**config.mk**
```make
export PLATFORM = sky130hd
export DESIGN_NAME = sensor_eeprom_bus_decode
export DESIGN_NICKNAME = d
export VERILOG_FILES = /design/src/rtl/sensor_eeprom_pkg.sv /design/src/rtl/pin_filter.sv /design/src/rtl/sensor_eeprom_bus_decode.sv
export SDC_FILE = /design/constraint.sdc
export NUM_CORES = 2
export LEC_CHECK = 0
export BUFFER_PORTS_ARGS = -buffer_cell sky130_fd_sc_hd__buf_4
export CAP_MARGIN = 20
export CORE_MARGIN = 2
export CORE_UTILIZATION = 50
export DETAILED_ROUTE_END_ITERATION = 8
export PLACE_DENSITY = 0.74
export SETUP_SLACK_MARGIN = 0.02
export SLEW_MARGIN = 10
export SYNTH_ARGS = -nofsm -noshare
export SYNTH_HDL_FRONTEND = slang
export SYNTH_SLANG_ARGS = --single-unit
```
**constraint.sdc**
```tcl
create_clock -name clk -period 11 [get_ports clk]
set_input_delay 1.1 -clock clk [delete_from_list [all_inputs] [get_ports clk]]
set_output_delay 1.1 -clock clk [all_outputs]
set_load 0.005 [all_outputs]
```
**src/rtl/sensor_eeprom_pkg.sv**
```systemverilog
package sensor_eeprom_pkg;

   // bus type codes (upper four address bits)
   localparam logic [3:0]  TYPE_SENSOR       = 4'h3;
   localparam logic [3:0]  TYPE_MEM          = 4'ha;
   localparam logic [3:0]  TYPE_PROT         = 4'h6;

   // memory array and lower-half lock
   localparam int          MEM_DEPTH         = 256;
   localparam logic [7:0]  LOCK_TOP          = 8'h7f;
   localparam logic        MEM_WRITE_CONTROL = 1'b0;

   // protection commands: first data byte written to the protection target
   localparam logic [7:0]  PROT_SET_REV      = 8'h01;
   localparam logic [7:0]  PROT_SET_PERM     = 8'h02;
   localparam logic [7:0]  PROT_CLEAR        = 8'h03;

   // sensor register pointers
   localparam logic [7:0]  PTR_CONFIG        = 8'h01;
   localparam logic [7:0]  PTR_UPPER         = 8'h02;
   localparam logic [7:0]  PTR_LOWER         = 8'h03;
   localparam logic [7:0]  PTR_CRIT          = 8'h04;
   localparam logic [7:0]  PTR_TEMP          = 8'h05;

   // sensor configuration word
   localparam int          CFG_INT_MODE      = 0;
   localparam int          CFG_CRIT_ONLY     = 2;
   localparam int          CFG_EVT_EN        = 3;
   localparam int          CFG_EVT_CLEAR     = 5;
   localparam logic [15:0] CFG_RESET         = 16'h0008;
   localparam logic [15:0] CFG_WMASK         = 16'h000d;
   localparam logic [9:0]  LIMIT_RESET       = 10'h000;

   // avalon register map (byte addresses)
   localparam int          AV_AW             = 4;
   localparam logic [3:0]  REG_STATUS        = 4'h0;
   localparam logic [3:0]  REG_MASK          = 4'h4;
   localparam logic [3:0]  REG_TEMP          = 4'h8;
   localparam logic [3:0]  REG_STATE         = 4'hc;

   // status and mask bits
   localparam int          ST_W              = 3;
   localparam int          ST_ALERT          = 0;
   localparam int          ST_REJECT         = 1;
   localparam int          ST_PROT           = 2;
   localparam logic [9:0]  TEMP_RESET        = 10'h000;

   typedef enum logic [1:0] {TGT_SENSOR, TGT_MEM, TGT_PROT} target_t;

endpackage

```
**src/rtl/pin_filter.sv**
```systemverilog
`timescale 1ns/10ps
module pin_filter #(
   parameter int           W    = 1,
   parameter logic [W-1:0] INIT = '1
) (
   input  wire logic         clk,
   input  wire logic         rstn,
   input  wire logic [W-1:0] din,
   output logic      [W-1:0] dout
);
   logic [W-1:0] s1;
   logic [W-1:0] s2;
   logic [W-1:0] s3;

   // s1 feeds only s2; a bit changes once s2 and s3 agree
   always_ff @(posedge clk) begin
      if (!rstn) begin
         s1   <= INIT;
         s2   <= INIT;
         s3   <= INIT;
         dout <= INIT;
      end else begin
         s1   <= din;
         s2   <= s1;
         s3   <= s2;
         dout <= (s2 & s3) | (dout & (s2 ^ s3)) | (~(s2 ^ s3) & s3);
      end
   end
endmodule

```
**src/rtl/sensor_eeprom_bus_decode.sv**
```systemverilog
`timescale 1ns/10ps
// What this block does
// - code 0011 selects sensor registers
// - code 1010 selects the memory array
// - code 0110 selects write-protection settings
// - address is type code plus three bits
// - memory holds 256 bytes, 8-bit address
// - lower 128 bytes can be write-locked
// - command locks lower half, permanent or reversible
// - write-control input treated as always low
// - alert on over-limit or outside window
// - option: alert shows critical condition only
// - alert runs as comparator or interrupt
// - temperature is 10 bits, quarter degree
// - temperature kept in Celsius only
// - memory and temperature readable any time
// - serial logic works up to 400 kHz
// - three strap pins give low address bits
// - alert pin is active-low open drain
module sensor_eeprom_bus_decode (
   input  wire logic                                clk,
   input  wire logic                                rstn,
   input  wire logic                                scl,
   input  wire logic                                sdaIn,
   output logic                                     sdaOut,
   output logic                                     sdaOe,
   input  wire logic                                addrSelectBit0,
   input  wire logic                                addrSelectBit1,
   input  wire logic                                addrSelectBit2,
   output logic                                     alertOut,
   output logic                                     alertOe,
   output logic                                     irq,
   input  wire logic [sensor_eeprom_pkg::AV_AW-1:0] address,
   input  wire logic                                read,
   input  wire logic                                write,
   input  wire logic [31:0]                         writedata,
   output logic      [31:0]                         readdata,
   output logic                                     waitrequest
);
   import sensor_eeprom_pkg::*;

   typedef enum logic [2:0] {ST_IDLE, ST_RECV, ST_ACK, ST_SEND, ST_CHECK} link_state_t;

   link_state_t  state;
   target_t      target;
   target_t      decodeTarget;
   logic         sclS, sdaS, sclPrev, sdaPrev;
   logic [2:0]   selS;
   logic [2:0]   memChipEnable;
   logic         sclRise, sclFall, startCond, stopCond;
   logic [2:0]   bitCnt;
   logic [7:0]   shiftIn, rxByte, txByte, nextTx;
   logic         isAddr, rwRead, ackNow, ackDecision, phase;
   logic [1:0]   byteIdx, nextIdx;
   logic         rxDone, rxData, loadTx;
   logic         typeSensor, typeMem, typeProt, addrHit;
   logic [7:0]   mem [0:MEM_DEPTH-1];
   logic [7:0]   memAddr;
   logic         memWrite, memReject;
   logic         revLock, permLock, protAny, protEvent, rxProt;
   logic [7:0]   pointer, wordHi;
   logic [15:0]  sensorCfg, wrWord;
   logic [9:0]   upper, lower, crit, tempVal;
   logic         sensorWr, evtClear;
   logic         aboveUp, belowLo, overCrit, cond, condPrev, eventLatch, active;
   logic         cfgEn, cfgInt, cfgCritOnly;
   logic [ST_W-1:0] status, mask;
   logic         busAck;
   logic [31:0]  regValue;

   function automatic logic isLocked(input logic [7:0] a, input logic prot);
      isLocked = MEM_WRITE_CONTROL | (prot && a <= LOCK_TOP);
   endfunction

   // slow pins and straps pass the three-stage agreement filter; at 100 MHz
   // its few cycles of delay are small beside a 400 kHz half period
   pin_filter #(.W(5), .INIT(5'h1f)) pins (
      .clk  (clk),
      .rstn (rstn),
      .din  ({addrSelectBit2, addrSelectBit1, addrSelectBit0, sdaIn, scl}),
      .dout ({selS, sdaS, sclS})
   );

   assign memChipEnable = selS;

   always_ff @(posedge clk) begin
      if (!rstn) begin
         sclPrev <= 1'b1;
         sdaPrev <= 1'b1;
      end else begin
         sclPrev <= sclS;
         sdaPrev <= sdaS;
      end
   end

   assign sclRise   = sclS & ~sclPrev;
   assign sclFall   = ~sclS & sclPrev;
   assign startCond = sclS & sclPrev & sdaPrev & ~sdaS;
   assign stopCond  = sclS & sclPrev & ~sdaPrev & sdaS;
   assign rxByte    = {shiftIn[6:0], sdaS};
   assign rxDone    = (state == ST_RECV) && sclRise && (bitCnt == 3'h7);
   assign rxData    = rxDone && !isAddr;
   assign nextIdx   = (byteIdx == 2'h3) ? 2'h3 : byteIdx + 2'h1;

   // each target decodes its own code with the strapped bits
   assign typeSensor = (rxByte[7:4] == TYPE_SENSOR) && (rxByte[3:1] == selS);
   assign typeMem    = (rxByte[7:4] == TYPE_MEM) && (rxByte[3:1] == memChipEnable);
   assign typeProt   = (rxByte[7:4] == TYPE_PROT) && (rxByte[3:1] == memChipEnable);
   assign addrHit    = typeSensor | typeMem | typeProt;

   always_comb begin
      if (typeMem) begin
         decodeTarget = TGT_MEM;
      end else if (typeProt) begin
         decodeTarget = TGT_PROT;
      end else begin
         decodeTarget = TGT_SENSOR;
      end
   end

   always_comb begin
      if (isAddr) begin
         ackDecision = addrHit;
      end else begin
         unique case (target)
            TGT_MEM:    ackDecision = (byteIdx == 2'h0) || !isLocked(memAddr, protAny);
            TGT_PROT:   ackDecision = !permLock && (rxByte == PROT_SET_REV ||
                                      rxByte == PROT_SET_PERM || rxByte == PROT_CLEAR);
            TGT_SENSOR: ackDecision = 1'b1;
         endcase
      end
   end

   // link state machine: bits sampled on scl rise, sda changed after scl fall
   always_ff @(posedge clk) begin
      if (!rstn) begin
         state   <= ST_IDLE;
         bitCnt  <= 3'h0;
         shiftIn <= 8'h00;
         isAddr  <= 1'b0;
         rwRead  <= 1'b0;
         ackNow  <= 1'b0;
         phase   <= 1'b0;
         sdaOe   <= 1'b0;
         txByte  <= 8'hff;
         byteIdx <= 2'h0;
         target  <= TGT_SENSOR;
      end else if (startCond) begin
         state  <= ST_RECV;
         bitCnt <= 3'h0;
         isAddr <= 1'b1;
         phase  <= 1'b0;
         sdaOe  <= 1'b0;
      end else if (stopCond) begin
         state <= ST_IDLE;
         sdaOe <= 1'b0;
      end else begin
         unique case (state)
            ST_IDLE: begin
            end
            ST_RECV: if (sclRise) begin
               shiftIn <= rxByte;
               bitCnt  <= bitCnt + 3'h1;
               if (bitCnt == 3'h7) begin
                  state  <= ST_ACK;
                  ackNow <= ackDecision;
                  if (isAddr) begin
                     target  <= decodeTarget;
                     rwRead  <= rxByte[0];
                     byteIdx <= 2'h0;
                     isAddr  <= 1'b0;
                  end else begin
                     byteIdx <= nextIdx;
                  end
               end
            end
            ST_ACK: if (sclFall) begin
               if (!phase) begin
                  sdaOe <= ackNow;
                  phase <= ackNow;
                  if (!ackNow) begin
                     state <= ST_IDLE;
                  end
               end else begin
                  phase  <= 1'b0;
                  bitCnt <= 3'h0;
                  if (rwRead) begin
                     state   <= ST_SEND;
                     txByte  <= nextTx;
                     sdaOe   <= ~nextTx[7];
                     byteIdx <= byteIdx + 2'h1;
                  end else begin
                     state <= ST_RECV;
                     sdaOe <= 1'b0;
                  end
               end
            end
            ST_SEND: if (sclFall) begin
               bitCnt <= bitCnt + 3'h1;
               txByte <= {txByte[6:0], 1'b1};
               sdaOe  <= (bitCnt == 3'h7) ? 1'b0 : ~txByte[6];
               if (bitCnt == 3'h7) begin
                  state <= ST_CHECK;
               end
            end
            ST_CHECK: if (sclRise) begin
               if (sdaS) begin
                  state <= ST_IDLE;
               end else begin
                  phase <= 1'b1;
               end
            end else if (sclFall && phase) begin
               phase   <= 1'b0;
               state   <= ST_SEND;
               txByte  <= nextTx;
               sdaOe   <= ~nextTx[7];
               byteIdx <= byteIdx + 2'h1;
            end
         endcase
      end
   end

   assign sdaOut = 1'b0;
   assign loadTx = sclFall && phase && ((state == ST_ACK && rwRead) || state == ST_CHECK);

   // read data never waits on a conversion: the last result is always served
   always_comb begin
      wrWord = 16'h0000;
      unique case (target)
         TGT_MEM:    nextTx = mem[memAddr];
         TGT_PROT:   nextTx = {6'h00, permLock, revLock};
         TGT_SENSOR: begin
            unique case (pointer)
               PTR_CONFIG: wrWord = sensorCfg;
               PTR_UPPER:  wrWord = {6'h00, upper};
               PTR_LOWER:  wrWord = {6'h00, lower};
               PTR_CRIT:   wrWord = {6'h00, crit};
               PTR_TEMP:   wrWord = {overCrit, aboveUp, belowLo, 3'h0, tempVal};
               default:    wrWord = 16'h0000;
            endcase
            nextTx = byteIdx[0] ? wrWord[7:0] : wrWord[15:8];
         end
      endcase
   end

   // memory array: 256 bytes, address advances per byte read or accepted write; a rejected write leaves it
   assign memWrite  = rxData && target == TGT_MEM && byteIdx != 2'h0 &&
                      !isLocked(memAddr, protAny);
   assign memReject = rxData && target == TGT_MEM && byteIdx != 2'h0 &&
                      isLocked(memAddr, protAny);

   always_ff @(posedge clk) begin
      if (!rstn) begin
         memAddr <= 8'h00;
      end else if (rxData && target == TGT_MEM) begin
         if (byteIdx == 2'h0) begin
            memAddr <= rxByte;
         end else if (memWrite) begin
            memAddr <= memAddr + 8'h01;
         end
      end else if (loadTx && target == TGT_MEM) begin
         memAddr <= memAddr + 8'h01;
      end
   end

   // array contents are not reset, like nonvolatile storage
   always_ff @(posedge clk) begin
      if (memWrite) begin
         mem[memAddr] <= rxByte;
      end
   end

   // protection: a permanent lock can never be undone except by power cycle
   assign rxProt    = rxData && target == TGT_PROT && byteIdx == 2'h0 && !permLock;
   assign protEvent = rxProt && (rxByte == PROT_SET_REV || rxByte == PROT_SET_PERM);
   assign protAny   = revLock | permLock;

   always_ff @(posedge clk) begin
      if (!rstn) begin
         revLock  <= 1'b0;
         permLock <= 1'b0;
      end else if (rxProt) begin
         if (rxByte == PROT_SET_REV) begin
            revLock <= 1'b1;
         end else if (rxByte == PROT_CLEAR) begin
            revLock <= 1'b0;
         end
         if (rxByte == PROT_SET_PERM) begin
            permLock <= 1'b1;
         end
      end
   end

   // sensor registers: pointer byte, then high and low byte of the word
   assign sensorWr = rxData && target == TGT_SENSOR && byteIdx == 2'h2;
   assign evtClear = sensorWr && pointer == PTR_CONFIG && rxByte[CFG_EVT_CLEAR];

   always_ff @(posedge clk) begin
      if (!rstn) begin
         pointer <= 8'h00;
         wordHi  <= 8'h00;
         sensorCfg <= CFG_RESET;
         upper   <= LIMIT_RESET;
         lower   <= LIMIT_RESET;
         crit    <= LIMIT_RESET;
      end else if (rxData && target == TGT_SENSOR) begin
         if (byteIdx == 2'h0) begin
            pointer <= rxByte;
         end else if (byteIdx == 2'h1) begin
            wordHi <= rxByte;
         end else if (byteIdx == 2'h2) begin
            if (pointer == PTR_CONFIG) begin
               sensorCfg <= {wordHi, rxByte} & CFG_WMASK;
            end else if (pointer == PTR_UPPER) begin
               upper <= {wordHi[1:0], rxByte};
            end else if (pointer == PTR_LOWER) begin
               lower <= {wordHi[1:0], rxByte};
            end else if (pointer == PTR_CRIT) begin
               crit <= {wordHi[1:0], rxByte};
            end
         end
      end
   end

   // alert: limits compared as signed quarter-degree Celsius values
   assign cfgEn       = sensorCfg[CFG_EVT_EN];
   assign cfgInt      = sensorCfg[CFG_INT_MODE];
   assign cfgCritOnly = sensorCfg[CFG_CRIT_ONLY];
   assign aboveUp     = $signed(tempVal) > $signed(upper);
   assign belowLo     = $signed(tempVal) < $signed(lower);
   assign overCrit    = $signed(tempVal) > $signed(crit);
   assign cond        = cfgCritOnly ? overCrit : (aboveUp | belowLo | overCrit);
   assign active      = cfgEn & (cfgInt ? eventLatch : cond);

   always_ff @(posedge clk) begin
      if (!rstn) begin
         condPrev   <= 1'b0;
         eventLatch <= 1'b0;
         alertOe    <= 1'b0;
      end else begin
         condPrev <= cond;
         // a new event in the clearing cycle is kept
         if (cond && !condPrev) begin
            eventLatch <= 1'b1;
         end else if (evtClear) begin
            eventLatch <= 1'b0;
         end
         alertOe <= active;
      end
   end

   assign alertOut = 1'b0;

   // avalon slave: one wait cycle, read data registered
   assign waitrequest = (read | write) & ~busAck;

   always_comb begin
      unique case (address)
         REG_STATUS: regValue = {29'h0, status};
         REG_MASK:   regValue = {29'h0, mask};
         REG_TEMP:   regValue = {22'h0, tempVal};
         REG_STATE:  regValue = {28'h0, permLock, revLock, alertOe, state != ST_IDLE};
         default:    regValue = 32'h0;
      endcase
   end

   always_ff @(posedge clk) begin
      if (!rstn) begin
         busAck   <= 1'b0;
         readdata <= 32'h0;
      end else begin
         busAck <= (read | write) & ~busAck;
         if (read && !busAck) begin
            readdata <= regValue;
         end
      end
   end

   always_ff @(posedge clk) begin
      if (!rstn) begin
         mask    <= '0;
         tempVal <= TEMP_RESET;
      end else if (write && !waitrequest) begin
         if (address == REG_MASK) begin
            mask <= writedata[ST_W-1:0];
         end
         if (address == REG_TEMP) begin
            tempVal <= writedata[9:0];
         end
      end
   end

   // write-one-to-clear; a new event beats the clear
   always_ff @(posedge clk) begin
      if (!rstn) begin
         status <= '0;
         irq    <= 1'b0;
      end else begin
         status <= (status & ~((write && !waitrequest && address == REG_STATUS) ?
                   writedata[ST_W-1:0] : {ST_W{1'b0}}))
                   | {protEvent, memReject, active & ~alertOe};
         irq    <= |(status & mask);
      end
   end
endmodule

```
**After elaboration in Yosys (flattened, before gate mapping)**

Memories as Yosys holds them, arrays and structs flattened. A register that Yosys moved wholly into a read port is not among the register bits.
Cells that the tools add are included.
W data, S select, Z words.

- Memories: 1
- Output and inout port bits: 38
- Input port bits: 45
- Register bits: 157
- Logic and storage cells: 293
- Bits in writable memories: 2048

- Bitwise logic cells: 43
- Muxes and demuxes: 78
- Magnitude comparators: 4
- Reduce and logical (&&, ||, !) cells: 80
- Add/subtract/negate cells: 3
- Eq/ne operators: 48

Memory list:

| memory | depth | bits a word | read ports | clocked after memory_dff | wr ports | RTL line | text |
|---|---|---|---|---|---|---|---|
| mem | 256 | 8 | 1 | 1 | 1 | sensor_eeprom_bus_decode.sv:57 | `logic [7:0] mem [0:MEM_DEPTH-1];` |

Operator list:

| operator | count |
|---|---|
| $pmux W16 S5 | 1 |
| $mux W8 | 7 |
| $mux W3 | 15 |
| $mux W7 | 6 |
| $pmux W10 S4 | 1 |
| $eq A8 B2 Y1 const B | 4 |
| $logic_and A1 B1 Y1 | 28 |
| $mux W1 | 28 |
| $reduce_and A9 Y1 | 3 |
| $mux W2 | 12 |
| $pmux W8 S3 | 1 |
| $pmux W7 S3 | 1 |
| $gt A10 B10 Y1 | 2 |
| $reduce_and A5 Y1 | 4 |
| $ne A2 B2 Y1 const B | 9 |
| $reduce_and A6 Y1 | 3 |
| $eq A8 B1 Y1 const B | 2 |
| $eq A8 B3 Y1 const B | 2 |
| $ne A4 B4 Y1 const B | 4 |
| $not A1 Y1 | 16 |
| $reduce_bool A2 Y1 | 8 |
| $and A5 B5 Y5 | 3 |
| $eq A4 B4 Y1 const B | 3 |
| $pmux W3 S4 | 1 |
| other kinds (46) | 92 |

**Logic depth before layout (Yosys ltp)**

- Depth in word-level cells: 13
- Mapped depth: 15
- Depth with buffers taken out: 10

**Hierarchy**

Synthesis repeated with hierarchy kept, for this count alone.

- Cell total of the unflattened synthesis: 4511
- Area total of the unflattened synthesis: 86759.5 um^2

Modules (own cells, without submodules):

| module | times used | area an instance (um^2) | cells an instance |
|---|---|---|---|
| sensor_eeprom_bus_decode | 1 | 86133.9 | 4459 |
| pin_filter | 1 | 625.6 | 52 |

**Least setup slack after synthesis**

No wires, ideal clock.

- Path kind: flip-flop to flip-flop
- Start: register pins.dout[1]
- End: register txByte[5]
- Data arrival time: 5.545 ns
- Stages on the path, launching flop included: 8
- Period minus slack after synthesis: 5.627 ns
- Path buffers: 0
- Path slack: 5.373 ns
- Cells stage by stage: dfxtp_1 > inv_1 > nand4_1 > nand3b_1 > nor2_1 > o21ai_0 > or4_1 > o2111ai_1

- Word-level cells in the longest chain between the ends: 4
- Elaborated cells on any way between the ends: 6

Ends and longest elaborated chain:

| what | RTL line | text |
|---|---|---|
| from (decl) | pin_filter.sv:9 | `output logic [W-1:0] dout` |
| from (signal assigned) | pin_filter.sv:26 | `dout <= (s2 & s3) \| (dout & (s2 ^ s3)) \| (~(s2 ^ s3) & s3);` |
| $not A1 Y1 | sensor_eeprom_bus_decode.sv:98 | `assign startCond = sclS & sclPrev & sdaPrev & ~sdaS;` |
| $and A1 B1 Y1 | sensor_eeprom_bus_decode.sv:98 |  |
| $not A1 Y1 (no source line) | n/a |  |
| $reduce_and A9 Y1 (no source line) * | n/a |  |
| to (signal assigned) | sensor_eeprom_bus_decode.sv:189 | `txByte <= nextTx;` |
| to (signal assigned) | sensor_eeprom_bus_decode.sv:200 | `txByte <= {txByte[6:0], 1'b1};` |
| to (signal assigned) | sensor_eeprom_bus_decode.sv:215 | `txByte <= nextTx;` |
| to (decl) | sensor_eeprom_bus_decode.sv:52 | `logic [7:0] shiftIn, rxByte, txByte, nextTx;` |

Every way passes the cells marked *; elsewhere a longest branch is shown, timed or not.
A chain may end at the register's enable or synchronous reset.

==> results by group <==
Synth
  – Sequential cell area fraction in the yosys report: 73.9%
  – Xor and xnor area share after synthesis: 0.0502%
  – Main combinational cell family by area after synthesis: multiplexers
  – Library cells used by synthesis: 80
  – Dominant synthesized flop cell: edfxtp_1
  – Mapped Avg Cell Area: 19.1 µm²
  – Fraction of the mapped netlist area in simple logic gates: 4.69%
  – Ys async rst share: 0%
  – Proportion of synthesized area in mux cells: 15.1%
  – Syn. warnings: 0
  – Mapped Area: 87100 µm²
  – Post-synth EDFFs: 2048
  – Post-Synthesis Cells: 4573
  – Flops & latches, synth: 2191
  – Fraction of the mapped netlist area in adder cells: 0.617%
  – Synth Area in Compound Gates: 3.56%

Timing
  – Hold slack: 0.412 ns
  – Worst Max-Slew Pin Slew: 1.42 ns
  – # setup viols final: 0
  – Setup TNS: 0 ns
  – Clock skew: 0.0475 ns
  – RSZ-0062 raised after global routing: no
  – FMAX: 0.190 GHz
  – Final worst path period share: 47.8%
  – Max-slew headroom: 5.55%
  – Max-slew violations: 0
  – Period minus WS final: 5.25 ns
  – Hold Vio Cnt, Final: 0

Power and ir drop
  – Register share of total power: 56.5%
  – VDD IR max: 0.184 mV
  – Power Density: 166 nW/µm²
  – Total power: 0.0159 W
  – Int Power: 0.0128 W
  – Switching share of power: 19.7%
  – Share of total power in combinational logic: 0.3%
  – Psw: 0.00313 W
  – Leakage: 29.3 nW
  – Clock share of power: 43.2%

Die
  – Chip height: 421 µm
  – Full die area: 178000 µm²
  – Io pins: 83
  – DIE WIDTH: 421 µm
  – Initial Utilization: 50.2%
  – # rows: 153
  – Core area: 173000 µm²

Placed design
  – Routability cong.: 0.942
  – Input/output buffers: 36
  – Placed cell area: 89500 µm²
  – Detail Placement HPWL: 130000 µm

CTS
  – Worst-path clk slew: 0.06 ns
  – Deepest clock path buffer count: 3
  – Worst-skew pair later-pin latency: 0.86 ns
  – CTS Hold Bufs: 0
  – Post-CTS Setup Bufs: 0
  – CTS H-tree depth: 4
  – CTS resizes: 0
  – CTS tree: built
  – TritonCTS buffer count: 203
  – CTS root buf: clkbuf_16
  – CTS Sinks: 2191

Global route
  – Gr usage total: 24.7%
  – Initial antenna violation count: 6
  – Number of global-route vias before repair: 44.6k
  – First-pass GRT wire length: 319000 µm
  – Total gr overflow: 0
  – Largest net degree at the start of global routing: 239

Route
  – DRC viols: 0
  – First DRT Iteration DRCs: 6874
  – Wire per inst: 30.9 µm
  – ANT nets after route: 0
  – Via total after detailed routing: 45.5k
  – Vias per inst: 6.40
  – DRT Pass-1 Iters: 9
  – Final WL: 220000 µm

Worst setup path
  – Required @ worst endpoint: 11.74 ns
  – CP max stage cell: buf_4
  – CP arrival: 5.99 ns
  – Crit Path Category: register to register
  – CP Launch Type: register
  – Crit end category: register
  – Critical Path Most Common Cell: mux4_2
  – CP peak stage delay: 0.86 ns
  – CP Cell Sequence: buf_4 -> buf_12 -> mux4_2 -> mux4_2 -> mux4_2 -> nor3_1 -> nor4_1 -> o31a_1
  – CP Max Fanout: 110

Min path
  – Hold Crit Start: pins.s1[2]
  – Hold Path Class: register to register

Final layout
  – Area grow syn2layout: 10.2%
  – Cell area after layout: 96000 µm²
  – # nets final: 4704
  – Final core utilization: 55.4%
  – Fillers: 12.7k
  – Layout cells sized above 1: 20.4%

Status
  – Status: finished clean

Flow run
  – Max-Cap Viols: 0
-- cell families after synthesis --
group,Yosys count
fa+ha+maj,43
mux,655
other cells,1
xor+xnor,5
compound gates,448
flops,2191
buf+inv,339
simple gates,891
-- layer usage --
layer | routed length (µm) | up-vias | global-route usage (%)
li1 | - | 18600 | -
met1 | 81200 | 23600 | 33.6
met2 | 104000 | 2868 | 38.4
met3 | 24500 | 510 | 5.95
met4 | 10400 | 6 | 10.5
met5 | 40 | - | 0
-- worst paths after layout --
check / endpoint / slack (ns) / cells after the start
max: txByte[3] / 5.75 / 8
min: pins.s2[2] / 0.41 / 1
max reg2reg: txByte[3] / 5.75 / 8
min reg2reg: pins.s2[2] / 0.41 / 1
-- power by group through the flow --
stage	registers, W	logic [W]	clock network [W]
2_1_floorplan	0.00918	0.0000344	0
3_5_place_dp	0.00917	0.0000544	0
6_report	0.00899	0.0000551	0.00688
3_3_place_gp	0.00917	0.0000527	0
5_1_grt	0.00898	0.0000608	0.00724
4_1_cts	0.00899	0.0000546	0.00693
-- placed cells by master (no fill, tap or decap), drive strengths merged, types with 12 or more instances in the layout --
master / synthesis / routed
nor4: 15 / 15
nand3: 69 / 69
ha: 43 / 43
nor2b: 62 / 62
o22ai: 37 / 37
mux4: 526 / 526
clkinv: 0 / 92
nand4: 21 / 21
a31oi: 17 / 17
nor3: 37 / 37
nor2: 346 / 346
o21ai: 49 / 49
nand3b: 15 / 15
mux2i: 114 / 114
a21oi: 78 / 78
bufinv: 0 / 14
a22o: 12 / 12
a21boi: 63 / 63
mux2: 15 / 15
inv: 44 / 49
a211oi: 15 / 15
a22oi: 85 / 85
edfxtp: 2048 / 2048
and2: 16 / 16
nand2b: 33 / 33
nand2: 231 / 231
conb: 1 / 24
dfxtp: 143 / 143
buf: 161 / 110
clkbuf: 134 / 257
-- synth_stat cells, types with 12 or more instances --
library cell / instances / share of area (%)
edfxtp_1: 2048 / 71
mux4_2: 526 / 14
nor2_1: 346 / 1.5
nand2_1: 231 / 0.99
dfxtp_1: 143 / 3.3
clkbuf_1: 132 / 0.57
mux2i_1: 114 / 1.3
a22oi_1: 85 / 0.73
a21oi_1: 78 / 0.45
nand3_1: 69 / 0.40
a21boi_0: 62 / 0.53
buf_4: 62 / 0.53
nor2b_1: 62 / 0.45
buf_2: 56 / 0.32
o21ai_0: 48 / 0.28
inv_1: 44 / 0.19
ha_1: 43 / 0.62
o22ai_1: 37 / 0.27
nor3_1: 35 / 0.20
nand2b_1: 33 / 0.24
buf_6: 25 / 0.32
nand4_1: 21 / 0.15
a31oi_1: 17 / 0.12
a211oi_1: 15 / 0.13
mux2_2: 15 / 0.19
nand3b_1: 15 / 0.13
and2_1: 14 / 0.10
nor4_1: 14 / 0.10
a22o_1: 12 / 0.12
-- layout make-up --
type | instances | area, µm² | share of cell area, %
clock buffer | 257 | 5360 | 5.58
sequential | 2191 | 64400 | 67.1
tap | 2325 | 2910 | 3.03
timing repair buffer | 110 | 978 | 1.02
clock inverter | 117 | 1090 | 1.14
multi-input combinational | 2066 | 21100 | 22.0
inverter | 44 | 166 | 0.173
antenna | 4 | 10.0 | 0.0104
-- sequential cells by signal (all words and copies together), names as in the netlist, 7 cells and up, named ones only --
name,count
memAddr,8
tempVal,10
lower,10
txByte,7
shiftIn,7
readdata,10
crit,10
mem,2048
upper,10
pointer,8
-- per-stage QoR --
step / setup WS [ns] / cells
after global routing: 5.67 / 7110
after CTS: 5.96 / 7104
after floorplan: 5.37 / 4596
after global placement: 5.95 / 6729
after detailed placement: 5.95 / 6730
final: 5.75 / 7114
-- critical path: cells and delay by family, from the launching register on --
kind,cells,cell delay (ns)
compound gates,1,0.30
buf+inv,2,1.45
flops,1,0.83
mux,3,1.45
simple gates,2,0.95
Power figures use the tool's default switching activity.
